===== src/dcc_pkg.sv =====
// Shared constants, types and helpers of the sensor card command decoder
`default_nettype none
package dcc_pkg;
	// ----------------------------------------
	// Command identifiers and reply marking
	// ----------------------------------------
	localparam int ID_W = 16;
	localparam int PAY_W = 32;
	localparam int ID_ASYNC_BIT = 15;
	localparam logic [14:0] CMD_TDC_SET = 15'h0101;
	localparam logic [14:0] CMD_TDC_GET = 15'h0102;
	localparam logic [14:0] CMD_ADC_RST = 15'h0103;
	localparam logic [14:0] CMD_ADC_WR = 15'h0104;
	localparam logic [14:0] CMD_DAC_RST = 15'h0105;
	localparam logic [14:0] CMD_DAC_WR = 15'h0106;
	localparam logic [14:0] CMD_SAW = 15'h0107;
	localparam logic [14:0] CMD_THR_SET = 15'h0108;
	localparam logic [14:0] CMD_THR_GET = 15'h0109;
	// ----------------------------------------
	// Payload field positions
	// ----------------------------------------
	localparam int BCAST_BIT = 31;
	localparam int TDC_W = 8;
	localparam int ADC_DATA_W = 16;
	localparam int ADC_ADDR_LSB = 18;
	localparam int ADC_ADDR_W = 8;
	localparam int ADC_CS_BIT = 27;
	localparam int DAC_DATA_W = 10;
	localparam int DAC_CH_LSB = 13;
	localparam int DAC_CMD_LSB = 17;
	localparam int DAC_CHIP_LSB = 23;
	localparam int DAC_TYPE_LSB = 27;
	localparam int SAW_CHIP_LSB = 0;
	localparam int SAW_TYPE_LSB = 4;
	localparam int SAW_CNT_LSB = 6;
	localparam int SAW_CNT_W = 8;
	localparam int THR_W = 12;
	localparam int THR_MODE_LSB = 16;
	// ----------------------------------------
	// Codes and values after reset
	// ----------------------------------------
	localparam logic [7:0] TDC_CODE_RESET = 8'h80;
	localparam logic [7:0] TDC_CODE_CAL = 8'h02;
	localparam logic [7:0] TDC_CODE_RUN = 8'h04;
	localparam logic [7:0] TDC_RST = 8'h00;
	localparam logic [7:0] ADC_GAIN_LO = 8'h2A;
	localparam logic [7:0] ADC_GAIN_HI = 8'h2B;
	localparam logic [3:0] DAC_ALL_CH = 4'hF;
	localparam logic [3:0] DAC_SET_CMD = 4'h3;
	localparam logic [11:0] THR_RST = 12'h800;
	localparam logic [1:0] THR_MODE_ON = 2'h1;
	localparam int CLK_PERIOD_NS = 5;
	localparam int SAW_PERIOD_NS = 1000;
	localparam int SAW_PERIOD_CYC = SAW_PERIOD_NS / CLK_PERIOD_NS;
	typedef enum logic [2:0] {ST_IDLE, ST_EXEC, ST_HOLD, ST_SAW, ST_REPLY} dcc_state_e;
	// Type field to mask: bit 0 energy, bit 1 timing
	function automatic logic [1:0] dcc_type_mask(input logic [1:0] t);
		return (t == 2'h0) ? 2'h1 : (t == 2'h1) ? 2'h2 : (t == 2'h3) ? 2'h3 : 2'h0;
	endfunction
endpackage
`default_nettype wire


===== src/dcc_link_if.sv =====
// Links between the decoder core, the pulse generator and the field decoder
`timescale 1ns/1ps
`default_nettype none
interface dcc_link_if;
	logic saw_start;
	logic [7:0] saw_count;
	logic saw_busy;
	logic saw_tick;
	logic [31:0] dec_payload;
	logic [9:0] dec_data;
	logic [3:0] dec_chmask;
	logic [3:0] dec_cmd;
	logic [3:0] dec_chip;
	logic [1:0] dec_types;
	logic dec_all;
	modport saw_ctl(output saw_start, saw_count, input saw_busy, saw_tick);
	modport saw_gen(input saw_start, saw_count, output saw_busy, saw_tick);
	modport dec_user(output dec_payload,
		input dec_data, dec_chmask, dec_cmd, dec_chip, dec_types, dec_all);
	modport dec(input dec_payload,
		output dec_data, dec_chmask, dec_cmd, dec_chip, dec_types, dec_all);
endinterface
`default_nettype wire


===== src/dcc_cmd_top.sv =====
// Sensor card configuration command decoder, top level
// Behaviour
// - Command 0x0102 replies with the converter control setting, payload ignored.
// - Command 0x0103 reloads all gain converter registers with defaults.
// - Converter write takes data 15:0, address 25:18, chip select 27.
// - Chip select 0 targets channels 0-7, 1 targets 8-15.
// - Bit 31 of converter write targets all chips, ignoring chip select.
// - Gains live at 0x2A and 0x2B of each chip, nibble order mirrored.
// - Command 0x0105 restores all threshold converters to defaults.
// - Threshold write: data 9:0, channel 16:13, command 20:17, chip 26:23.
// - Type 28:27 decodes energy, timing, reserved, all.
// - Bit 31 of threshold write targets every chip of the type.
// - Channel 0-3 selects output n alone, channels 4-14 select none; 0xF means all four.
// - Sawtooth: chip 3:0, type 5:4, count 13:6, then that many pulses.
// - Bit 31 of sawtooth drives all chips of the type.
// - Threshold command stores value 11:0 and mode 17:16, 01 enables.
// - Threshold is offset binary; MSB alone is the zero-volt level.
// - Command 0x0109 returns stored value and mode in written positions.
// - Control setting is bits 7:0; 0x80 reset, 0x02 calibrate, 0x04 run.
`timescale 1ns/1ps
`default_nettype none
module dcc_cmd_top #(
	parameter int SAW_PERIOD = dcc_pkg::SAW_PERIOD_CYC
) (
	input wire logic clk_in,
	input wire logic rst_n_in,
	input wire logic cmd_valid_in,
	output logic cmd_ready_out,
	input wire logic [dcc_pkg::ID_W-1:0] command_identifier_in,
	input wire logic [dcc_pkg::PAY_W-1:0] cmd_payload_in,
	output logic rsp_valid_out,
	input wire logic rsp_ready_in,
	output logic [dcc_pkg::ID_W-1:0] rsp_id_out,
	output logic [dcc_pkg::PAY_W-1:0] rsp_payload_out,
	output logic adc_valid_out,
	input wire logic adc_ready_in,
	output logic adc_default_out,
	output logic [1:0] adc_chip_mask_out,
	output logic [dcc_pkg::ADC_ADDR_W-1:0] adc_addr_out,
	output logic [dcc_pkg::ADC_DATA_W-1:0] adc_data_out,
	output logic adc_gain_out,
	output logic dac_valid_out,
	input wire logic dac_ready_in,
	output logic dac_default_out,
	output logic [dcc_pkg::DAC_DATA_W-1:0] dac_data_out,
	output logic [3:0] dac_chan_mask_out,
	output logic [3:0] dac_cmd_out,
	output logic [3:0] dac_chip_out,
	output logic dac_all_chips_out,
	output logic [1:0] dac_type_mask_out,
	output logic saw_pulse_out,
	output logic saw_busy_out,
	output logic [3:0] saw_chip_out,
	output logic saw_all_chips_out,
	output logic [1:0] saw_type_mask_out,
	output logic [dcc_pkg::TDC_W-1:0] tdc_ctrl_out,
	output logic tdc_reset_out,
	output logic tdc_cal_out,
	output logic tdc_run_out,
	output logic [dcc_pkg::THR_W-1:0] thr_value_out,
	output logic [1:0] thr_mode_out,
	output logic thr_enable_out
);
	import dcc_pkg::*;

	// ----------------------------------------
	// State
	// ----------------------------------------
	typedef struct packed {
		dcc_state_e st;
		logic [15:0] id;
		logic async;
		logic [31:0] pay;
		logic rsp_valid;
		logic [31:0] rsp_pay;
		logic adc_valid;
		logic adc_def;
		logic [1:0] adc_cs;
		logic [7:0] adc_addr;
		logic [15:0] adc_data;
		logic adc_gain;
		logic dac_valid;
		logic dac_def;
		logic [9:0] dac_data;
		logic [3:0] dac_chmask;
		logic [3:0] dac_cmd;
		logic [3:0] dac_chip;
		logic dac_all;
		logic [1:0] dac_types;
		logic saw_go;
		logic [7:0] saw_cnt;
		logic [3:0] saw_chip;
		logic saw_all;
		logic [1:0] saw_types;
		logic [7:0] tdc;
		logic tdc_rst;
		logic tdc_cal;
		logic tdc_run;
		logic [11:0] thr;
		logic [1:0] thr_mode;
	} dcc_main_s;

	// Threshold wakes at mid scale, i.e. zero volts
	localparam dcc_main_s MAIN_RST = '{st: ST_IDLE, tdc: TDC_RST, thr: THR_RST, default: '0};

	dcc_main_s s_ff;
	dcc_main_s nxt_s;
	logic [14:0] op;
	logic [7:0] wr_addr;
	dcc_link_if lk();

	assign op = s_ff.id[14:0];
	assign wr_addr = s_ff.pay[ADC_ADDR_LSB +: ADC_ADDR_W];
	assign lk.dec_payload = s_ff.pay;
	assign lk.saw_start = s_ff.saw_go;
	assign lk.saw_count = s_ff.saw_cnt;

	dcc_dac_dec u_dec (
		.lk(lk)
	);

	dcc_saw_gen #(
		.PERIOD_CYC(SAW_PERIOD)
	) u_saw (
		.clk_in(clk_in),
		.rst_n_in(rst_n_in),
		.lk(lk)
	);

	// ----------------------------------------
	// Command sequencing
	// ----------------------------------------
	always_comb
	begin
		nxt_s = s_ff;
		nxt_s.saw_go = 1'b0;
		unique case (s_ff.st)
		ST_IDLE:
		begin
			if (cmd_valid_in)
			begin
				nxt_s.id = {1'b1, command_identifier_in[14:0]};
				nxt_s.async = command_identifier_in[ID_ASYNC_BIT];
				nxt_s.pay = cmd_payload_in;
				nxt_s.st = ST_EXEC;
			end
		end
		ST_EXEC:
		begin
			nxt_s.st = ST_REPLY;
			nxt_s.rsp_valid = 1'b1;
			nxt_s.rsp_pay = '0;
			case (op)
			CMD_TDC_SET:
			begin
				nxt_s.tdc = s_ff.pay[TDC_W-1:0];
				nxt_s.tdc_rst = s_ff.pay[TDC_W-1:0] == TDC_CODE_RESET;
				nxt_s.tdc_cal = s_ff.pay[TDC_W-1:0] == TDC_CODE_CAL;
				nxt_s.tdc_run = s_ff.pay[TDC_W-1:0] == TDC_CODE_RUN;
			end
			CMD_TDC_GET:
				nxt_s.rsp_pay = {{(PAY_W-TDC_W){1'b0}}, s_ff.tdc};
			CMD_ADC_RST, CMD_ADC_WR:
			begin
				nxt_s.st = ST_HOLD;
				nxt_s.rsp_valid = 1'b0;
				nxt_s.adc_valid = 1'b1;
				nxt_s.adc_def = op == CMD_ADC_RST;
				nxt_s.adc_data = s_ff.pay[ADC_DATA_W-1:0];
				nxt_s.adc_addr = wr_addr;
				nxt_s.adc_gain = wr_addr == ADC_GAIN_LO || wr_addr == ADC_GAIN_HI;
				if (op == CMD_ADC_RST || s_ff.pay[BCAST_BIT])
					nxt_s.adc_cs = 2'h3;
				else
					nxt_s.adc_cs = s_ff.pay[ADC_CS_BIT] ? 2'h2 : 2'h1;
			end
			CMD_DAC_RST, CMD_DAC_WR:
			begin
				nxt_s.st = ST_HOLD;
				nxt_s.rsp_valid = 1'b0;
				nxt_s.dac_valid = 1'b1;
				nxt_s.dac_def = op == CMD_DAC_RST;
				nxt_s.dac_data = lk.dec_data;
				nxt_s.dac_chmask = lk.dec_chmask;
				nxt_s.dac_cmd = lk.dec_cmd;
				nxt_s.dac_chip = lk.dec_chip;
				nxt_s.dac_types = (op == CMD_DAC_RST) ? 2'h3 : lk.dec_types;
				nxt_s.dac_all = (op == CMD_DAC_RST) || lk.dec_all;
			end
			CMD_SAW:
			begin
				if (lk.saw_busy)
				begin
					// A train is still running: hold this one back
					nxt_s.st = ST_EXEC;
					nxt_s.rsp_valid = 1'b0;
				end
				else
				begin
					nxt_s.saw_go = 1'b1;
					nxt_s.saw_cnt = s_ff.pay[SAW_CNT_LSB +: SAW_CNT_W];
					nxt_s.saw_chip = s_ff.pay[SAW_CHIP_LSB +: 4];
					nxt_s.saw_types = dcc_type_mask(s_ff.pay[SAW_TYPE_LSB +: 2]);
					nxt_s.saw_all = s_ff.pay[BCAST_BIT];
					// Non-blocking form replies at once
					if (!s_ff.async && s_ff.pay[SAW_CNT_LSB +: SAW_CNT_W] != 8'h00)
					begin
						nxt_s.st = ST_SAW;
						nxt_s.rsp_valid = 1'b0;
					end
				end
			end
			CMD_THR_SET:
			begin
				nxt_s.thr = s_ff.pay[THR_W-1:0];
				nxt_s.thr_mode = s_ff.pay[THR_MODE_LSB +: 2];
			end
			CMD_THR_GET:
				nxt_s.rsp_pay = {14'h0000, s_ff.thr_mode, 4'h0, s_ff.thr};
			default:
				nxt_s.rsp_pay = '0;
			endcase
		end
		ST_HOLD:
		begin
			if ((s_ff.adc_valid && adc_ready_in) || (s_ff.dac_valid && dac_ready_in))
			begin
				nxt_s.adc_valid = 1'b0;
				nxt_s.dac_valid = 1'b0;
				nxt_s.st = ST_REPLY;
				nxt_s.rsp_valid = 1'b1;
			end
		end
		ST_SAW:
		begin
			if (!lk.saw_busy)
			begin
				nxt_s.st = ST_REPLY;
				nxt_s.rsp_valid = 1'b1;
			end
		end
		ST_REPLY:
		begin
			if (rsp_ready_in)
			begin
				nxt_s.rsp_valid = 1'b0;
				nxt_s.st = ST_IDLE;
			end
		end
		default:
			nxt_s = MAIN_RST;
		endcase
	end

	always_ff @(posedge clk_in or negedge rst_n_in)
	begin
		if (!rst_n_in)
			s_ff <= MAIN_RST;
		else
			s_ff <= nxt_s;
	end

	// ----------------------------------------
	// Outputs
	// ----------------------------------------
	assign cmd_ready_out = s_ff.st == ST_IDLE;
	assign rsp_valid_out = s_ff.rsp_valid;
	assign rsp_id_out = s_ff.id;
	assign rsp_payload_out = s_ff.rsp_pay;
	assign adc_valid_out = s_ff.adc_valid;
	assign adc_default_out = s_ff.adc_def;
	assign adc_chip_mask_out = s_ff.adc_cs;
	assign adc_addr_out = s_ff.adc_addr;
	assign adc_data_out = s_ff.adc_data;
	assign adc_gain_out = s_ff.adc_gain;
	assign dac_valid_out = s_ff.dac_valid;
	assign dac_default_out = s_ff.dac_def;
	assign dac_data_out = s_ff.dac_data;
	assign dac_chan_mask_out = s_ff.dac_chmask;
	assign dac_cmd_out = s_ff.dac_cmd;
	assign dac_chip_out = s_ff.dac_chip;
	assign dac_all_chips_out = s_ff.dac_all;
	assign dac_type_mask_out = s_ff.dac_types;
	assign saw_pulse_out = lk.saw_tick;
	assign saw_busy_out = lk.saw_busy;
	assign saw_chip_out = s_ff.saw_chip;
	assign saw_all_chips_out = s_ff.saw_all;
	assign saw_type_mask_out = s_ff.saw_types;
	assign tdc_ctrl_out = s_ff.tdc;
	assign tdc_reset_out = s_ff.tdc_rst;
	assign tdc_cal_out = s_ff.tdc_cal;
	assign tdc_run_out = s_ff.tdc_run;
	assign thr_value_out = s_ff.thr;
	assign thr_mode_out = s_ff.thr_mode;
	assign thr_enable_out = s_ff.thr_mode == THR_MODE_ON;

	logic acc;
	logic [31:0] p;
	logic [7:0] pulses;
	assign acc = cmd_valid_in && cmd_ready_out;
	assign p = cmd_payload_in;
	always_ff @(posedge clk_in or negedge rst_n_in)
	begin
		if (!rst_n_in)
			pulses <= 8'h00;
		else if (s_ff.saw_go)
			pulses <= 8'h00;
		else if (saw_pulse_out)
			pulses <= pulses + 8'h01;
	end
endmodule
`default_nettype wire


===== src/dcc_dac_dec.sv =====
// Field decoder for threshold converter write payloads
`timescale 1ns/1ps
`default_nettype none
module dcc_dac_dec (
	dcc_link_if.dec lk
);
	import dcc_pkg::*;
	logic [3:0] ch;
	assign ch = lk.dec_payload[DAC_CH_LSB +: 4];
	assign lk.dec_data = lk.dec_payload[DAC_DATA_W-1:0];
	assign lk.dec_cmd = lk.dec_payload[DAC_CMD_LSB +: 4];
	assign lk.dec_chip = lk.dec_payload[DAC_CHIP_LSB +: 4];
	assign lk.dec_types = dcc_type_mask(lk.dec_payload[DAC_TYPE_LSB +: 2]);
	assign lk.dec_all = lk.dec_payload[BCAST_BIT];
	// One output per channel address 0-3, none for 4-14, all four on the group code
	assign lk.dec_chmask = (ch == DAC_ALL_CH) ? 4'hF :
		(ch[3:2] == 2'h0) ? (4'h1 << ch[1:0]) : 4'h0;
endmodule
`default_nettype wire


===== src/dcc_saw_gen.sv =====
// Sawtooth pulse sequencer: a counted train of one-cycle strobes
`timescale 1ns/1ps
`default_nettype none
module dcc_saw_gen #(
	parameter int PERIOD_CYC = dcc_pkg::SAW_PERIOD_CYC
) (
	input wire logic clk_in,
	input wire logic rst_n_in,
	dcc_link_if.saw_gen lk
);
	import dcc_pkg::*;
	localparam int TW = $clog2(PERIOD_CYC + 1);
	typedef struct packed {
		logic [7:0] left;
		logic [TW-1:0] timer;
		logic tick;
	} dcc_saw_s;
	dcc_saw_s s_ff;
	dcc_saw_s nxt_s;
	always_comb
	begin
		nxt_s = s_ff;
		nxt_s.tick = 1'b0;
		if (s_ff.timer != '0)
			nxt_s.timer = s_ff.timer - 1'b1;
		else if (s_ff.left != 8'h00)
		begin
			nxt_s.tick = 1'b1;
			nxt_s.left = s_ff.left - 8'h01;
			nxt_s.timer = TW'(PERIOD_CYC - 1);
		end
		if (lk.saw_start && s_ff.left == 8'h00 && s_ff.timer == '0)
			nxt_s.left = lk.saw_count;
	end
	always_ff @(posedge clk_in or negedge rst_n_in)
	begin
		if (!rst_n_in)
			s_ff <= '0;
		else
			s_ff <= nxt_s;
	end
	// Start folds in so the caller sees busy in the launch cycle
	assign lk.saw_busy = lk.saw_start || s_ff.left != 8'h00 || s_ff.timer != '0;
	assign lk.saw_tick = s_ff.tick;
endmodule
`default_nettype wire


===== config.mk =====
export PLATFORM = sky130hd
export DESIGN_NAME = dcc_cmd_top
export DESIGN_NICKNAME = d
export VERILOG_FILES = /design/src/dcc_pkg.sv /design/src/dcc_link_if.sv /design/src/dcc_cmd_top.sv /design/src/dcc_dac_dec.sv /design/src/dcc_saw_gen.sv
export SDC_FILE = /design/constraint.sdc
export NUM_CORES = 1
export LEC_CHECK = 0
export ABC_AREA = 1
export BUFFER_PORTS_ARGS = -buffer_cell sky130_fd_sc_hd__buf_2
export CAP_MARGIN = 20
export CORE_MARGIN = 2
export CORE_UTILIZATION = 30
export DETAILED_ROUTE_END_ITERATION = 10
export PLACE_DENSITY = 0.51
export SYNTH_ARGS = -nofsm -noshare
export SYNTH_HDL_FRONTEND = slang
export SYNTH_SLANG_ARGS = --single-unit

===== constraint.sdc =====
create_clock -name clk_in -period 2.8 [get_ports clk_in]
set_input_delay 0.14 -clock clk_in [delete_from_list [all_inputs] [get_ports clk_in]]
set_output_delay 0.14 -clock clk_in [all_outputs]
set_load 0.02 [all_outputs]

After elaboration in Yosys (flattened, before gate mapping)
Cells that the tools add are included.

Output and inout port bits: 141. Register bits: 199. Word-level logic and storage cells: 161. Input bits: 54.

Reductions and logical operators: 40. Bitwise gates (word level): 4. Shift operators: 1. Equal/unequal tests: 35. Add/subtract/negate cells: 2. Multiplexer cells: 45.

Operators by type and width (number): equality test 15 x 9 -> 1 bit (second input constant) (9); case mux 67 bit (2 select lines) (1); case mux 49 bit (2 select lines) (1); case mux 32 bit (2 select lines) (1); case mux 28 bit (2 select lines) (1); 2-to-1 mux 52 bit (1); case mux 18 bit (2 select lines) (1); 2-to-1 mux 16 bit (2); 2-to-1 mux 29 bit (1); 2-to-1 mux 27 bit (1); 2-to-1 mux 8 bit (3); nonzero test 8 bit (3); 2-to-1 mux 2 bit (9); 2-to-1 mux 17 bit (1); equality test 8 x 6 -> 1 bit (second input constant) (2); zero test 8 bit (2); subtractor 8 x 1 -> 8 bit (second input constant) (2); 2-to-1 mux 3 bit (5); case mux 3 bit (5 select lines) (1); 2-to-1 mux 14 bit (1); inequality test 2 x 1 -> 1 bit (second input constant) (6); AND reduction 2 bit (6); OR reduction 4 bit (3); 2-to-1 mux 11 bit (1); other kinds (28) (63).

Logic depth before layout (Yosys ltp)
Depth in word-level cells: 7. Depth in mapped cells: 12. Mapped depth without buffers: 12.

Modules after synthesis
A second synthesis with hierarchy kept.

Cell total of the unflattened synthesis: 1157. Area total of the unflattened synthesis: 9638.0 um^2.

Modules (own cells, without submodules): dcc_cmd_top (sequential area each 4105.2 um^2, cells each 951, area each 8194.1 um^2, instances 1); dcc_saw_gen (sequential area each 425.4 um^2, cells each 160, area each 1168.6 um^2, instances 1); dcc_dac_dec (sequential area each 0.0 um^2, cells each 46, area each 275.3 um^2, instances 1).

Worst setup path after synthesis
No wires, ideal clock.

Kind: register to register. Start: register u_saw.s_ff[9] (netlist bit). End: register s_ff (netlist bit saw_all_chips_out). Arrival time: 1615 ps. Cell stages (with the launch flop): 13. Path buffers: 1. Data required time: 2683 ps. Clock period less this slack: 1732 ps. Setup slack: 1068 ps. Setup time: 117 ps. Cells stage by stage: dfrtp_1 -> inv_1 -> ha_1 -> nand2_1 -> nor2_8 -> nand2_4 -> nor2_4 -> nand2_2 -> nor2_4 -> nor2_2 -> buf_6 -> nand2_1 -> nand2_1.

Longest elaborated chain between the ends: 5.

Ends and longest elaborated chain: start, declared (RTL line dcc_saw_gen.sv:18) `dcc_saw_s s_ff;`; start signal, assigned (RTL line dcc_saw_gen.sv:40) `s_ff <= nxt_s;`; nonzero test 8 bit (RTL line dcc_saw_gen.sv:43) `assign lk.saw_busy = lk.saw_start || s_ff.left != 8'h00 || s_ff.timer != '0;`; logical OR 1 bit (2 in series) (RTL line dcc_saw_gen.sv:43); inequality test 2 bit (no line); AND reduction 3 bit (no line); end signal, assigned (RTL line dcc_cmd_top.sv:260) `s_ff <= nxt_s;`; end, declared (RTL line dcc_cmd_top.sv:106) `dcc_main_s s_ff;`.

No other way between the ends. A chain may end at the register's enable or synchronous reset.

Worst setup path after layout
Start: register u_saw.s_ff[9] (netlist bit). End: output saw_busy_out.

Longest elaborated chain between the ends: 3.

Ends and longest elaborated chain: nonzero test 8 bit (RTL line dcc_saw_gen.sv:43); logical OR 1 bit (2 in series) (RTL line dcc_saw_gen.sv:43); end, declared (RTL line dcc_cmd_top.sv:52) `output logic saw_busy_out,`.

No other way between the ends.

==> results.json <==
{
  "status": "finished clean",
  "cts.root.buffer_cell": "clkbuf_16",
  "synth_area_um2": 8910,
  "dp_hpwl_um": 18100,
  "crit_required_ns": 2.66,
  "min_path_type": "in -> reg",
  "finalNonFillerCells": 1564,
  "gp_congestion": 0.805,
  "grt_pass1_wl_um": 40400,
  "path_clk_slew_ns": 0.07,
  "viasPerCell": 4.49,
  "pre_cts_slack_ns": 0.626,
  "wl_per_cell_um": 16.4,
  "grt_pass1_vias": 7129,
  "drive_above_1_share_pct": 22.5,
  "max_freq_mhz": 448,
  "clock_skew_ns": 0.0150,
  "drt_pre_antenna_iters": 4,
  "maxCapViolations": 0,
  "finalHoldViolations": 0,
  "post-route-util_pct": 35.5,
  "startpoint_type": "flop",
  "synth.area.top_cells": "dfrtp_1 (50%), buf_4 (11%), nand2_1 (9.3%)",
  "end_kind": "primary output",
  "cts_tree": "yes",
  "drt_iter0_drc": 357,
  "fin_ws_ns": 0.569,
  "synth_top_cell_area_share_pct": 50.0,
  "core_area_um2": 29400,
  "slew_headroom_pct": 52.5,
  "dp_cells": 1484,
  "grt_max_degree": 75,
  "synth_cell_types": 37,
  "insertedDiodeCount": 0,
  "ir_drop_uv": 378,
  "grtUsageTotal_pct": 16.9,
  "overflow": 0,
  "min_period_ns": 2.23,
  "cts_max_level": 4,
  "num_rows": 63,
  "cts_sinks": 179,
  "drt_drc_violations_left": 0,
  "synth_warnings": 0,
  "synth_edf_count": 0,
  "ys_ff_latch": 179,
  "clockBufferDepth": 2,
  "critical_path.max_fanout": 9,
  "cts_buffers": 17,
  "period_share_pct": 79.7,
  "synthFlopType": "dfrtp_1",
  "fin_total_pwr_mw": 9.78,
  "start_util_pct": 30.3,
  "cellLeakagePower_nw": 5.35,
  "synth_cells": 1047,
  "yosys.area.top_type": "dfrtp_1",
  "io_pins": 195,
  "slew_violations": 0,
  "rsz0062_at_grt": "false",
  "crit_type": "reg -> out",
  "io_buffers": 174,
  "syn_avg_cell_area_um2": 8.51,
  "dr_total_vias": 7025,
  "fillers": 3123,
  "grt_antenna_before_repair": 0,
  "setup_viol": 0,
  "dieArea_um2": 31100,
  "placed_area_um2": 9380,
  "die_y_um": 176,
  "power_density_nw_per_um2": 937,
  "ys_seq_area_share_pct": 50.3,
  "async_flop_share_pct": 100,
  "finalInstanceArea_um2": 10400,
  "ant_nets": 0,
  "final.setup.tns_ns": 0,
  "worst_ep_arrival_time_ns": 2.09,
  "clk_latency_ns": 0.44,
  "hold_ws_ns": 0.148,
  "wirelength_um": 25700,
  "nets": 1223,
  "tightest_slew_ns": 0.712,
  "area_delta_synth_final_pct": 17.2,
  "die_x_um": 176
}
[registers in the layout, summed over array words and instances, names as in the netlist, 2 cells and up]
register / flops
adc_addr_out: 8
adc_chip_mask_out: 2
adc_data_out: 16
dac_chan_mask_out: 4
dac_chip_out: 4
dac_cmd_out: 4
dac_data_out: 10
dac_type_mask_out: 2
lk.dec_payload: 30
lk.saw_count: 8
rsp_id_out: 16
rsp_payload_out: 14
s_ff: 4
saw_chip_out: 4
saw_type_mask_out: 2
tdc_ctrl_out: 8
thr_mode_out: 2
thr_value_out: 12
u_saw.s_ff: 16
[layer usage]
metal | track usage, % | part of all wire [%]
met4 | 4.20 | 1.1
met5 | 0 | 0
met1 | 21.5 | 45
met3 | 3.45 | 4.4
met2 | 29.4 | 50
[final cells by class]
class / count / area, um^2 / area share (%)
clock inverter: 14 / 141 / 1.35
clock buffer: 18 / 439 / 4.21
multi-input combinational: 630 / 3020 / 29.0
timing repair buffer: 240 / 1520 / 14.6
sequential: 179 / 4480 / 42.9
tap: 390 / 488 / 4.67
inverter: 93 / 349 / 3.34
[Yosys cell counts (6+ instances only)]
library cell  instances
buf_4               130
nor2_2                8
dfrtp_1             178
ha_1                  8
nand3_1             108
inv_1                86
buf_2                16
a21oi_1              16
nor3_1               12
nand4_1               7
o21ai_1              42
nand2_2              11
o21ai_0              95
clkbuf_1             14
inv_2                 6
nand2_1             220
nor2_1               56
[path summary, 6_finish.rpt]
check	to	cells after the start	start	slack, ns
min reg2reg	saw_all_chips_out$_DFFE_PN0P_	2	saw_all_chips_out$_DFFE_PN0P_	0.47
max in group asynchronous	dac_type_mask_out[0]$_DFFE_PN0P_	3	rst_n_in	1.63
max	saw_busy_out	8	u_saw.s_ff[9]$_DFFE_PN0P_	0.57
max reg2reg	dac_chip_out[2]$_DFFE_PN0P_	8	s_ff[180]$_DFFE_PN0P_	0.63
min in group asynchronous	adc_data_out[2]$_DFFE_PN0P_	2	rst_n_in	0.30
min	s_ff[180]$_DFFE_PN0P_	6	dac_ready_in	0.15
[critical path, cell delays in order, from the launching register on]
cell and delay (ns):
dfrtp_1 0.39, inv_1 0.09, ha_1 0.26, nand2_1 0.17, nor2_8 0.20, nand2_4 0.10
nor2_4 0.21, inv_1 0.08, buf_2 0.16
[cell usage in the layout (no fill, tap or decap), types with 3 or more instances in the layout]
| cell type | n |
|---|---|
| a21oi_1 | 16 |
| inv_1 | 85 |
| nor2_4 | 5 |
| buf_4 | 16 |
| dfrtp_1 | 178 |
| nor2_2 | 8 |
| clkinvlp_4 | 3 |
| nand3_1 | 108 |
| nor2_1 | 56 |
| nand4_1 | 7 |
| a31oi_1 | 3 |
| nand2_2 | 11 |
| ha_1 | 8 |
| buf_2 | 173 |
| nand2_1 | 220 |
| inv_2 | 6 |
| xor2_1 | 3 |
| o21ai_1 | 42 |
| conb_1 | 18 |
| clkbuf_16 | 17 |
| o21ai_0 | 95 |
| dlygate4sd3_1 | 48 |
| nor3_1 | 12 |
| inv_6 | 6 |
[cells by family (layout without fill, tap and decap cells)]
kind of cell	Yosys count	count (layout)	share of synthesized area, %
xor gates and xnor gates	3	3	0.295
and+or+nand+nor	437	437	22.2
buffers and inverters	255	365	16.5
other	1	18	0.0421
adders and majority gates	8	8	1.12
AOI/OAI and AO/OA	164	164	9.48
DFF	179	179	50.3
[report_power, final]
part,internal (mW),total [mW],switching (mW)
logic,1.05,3.67,2.62
clock network,1.28,2.42,1.14
registers,3.21,3.69,0.481
[timing repair]
action,in CTS,in global routing
gates resized for setup,0,0
hold endpoints to repair,116,0
setup buffers,0,0
hold buffers,48,0
(Power assumes the default switching activity.)
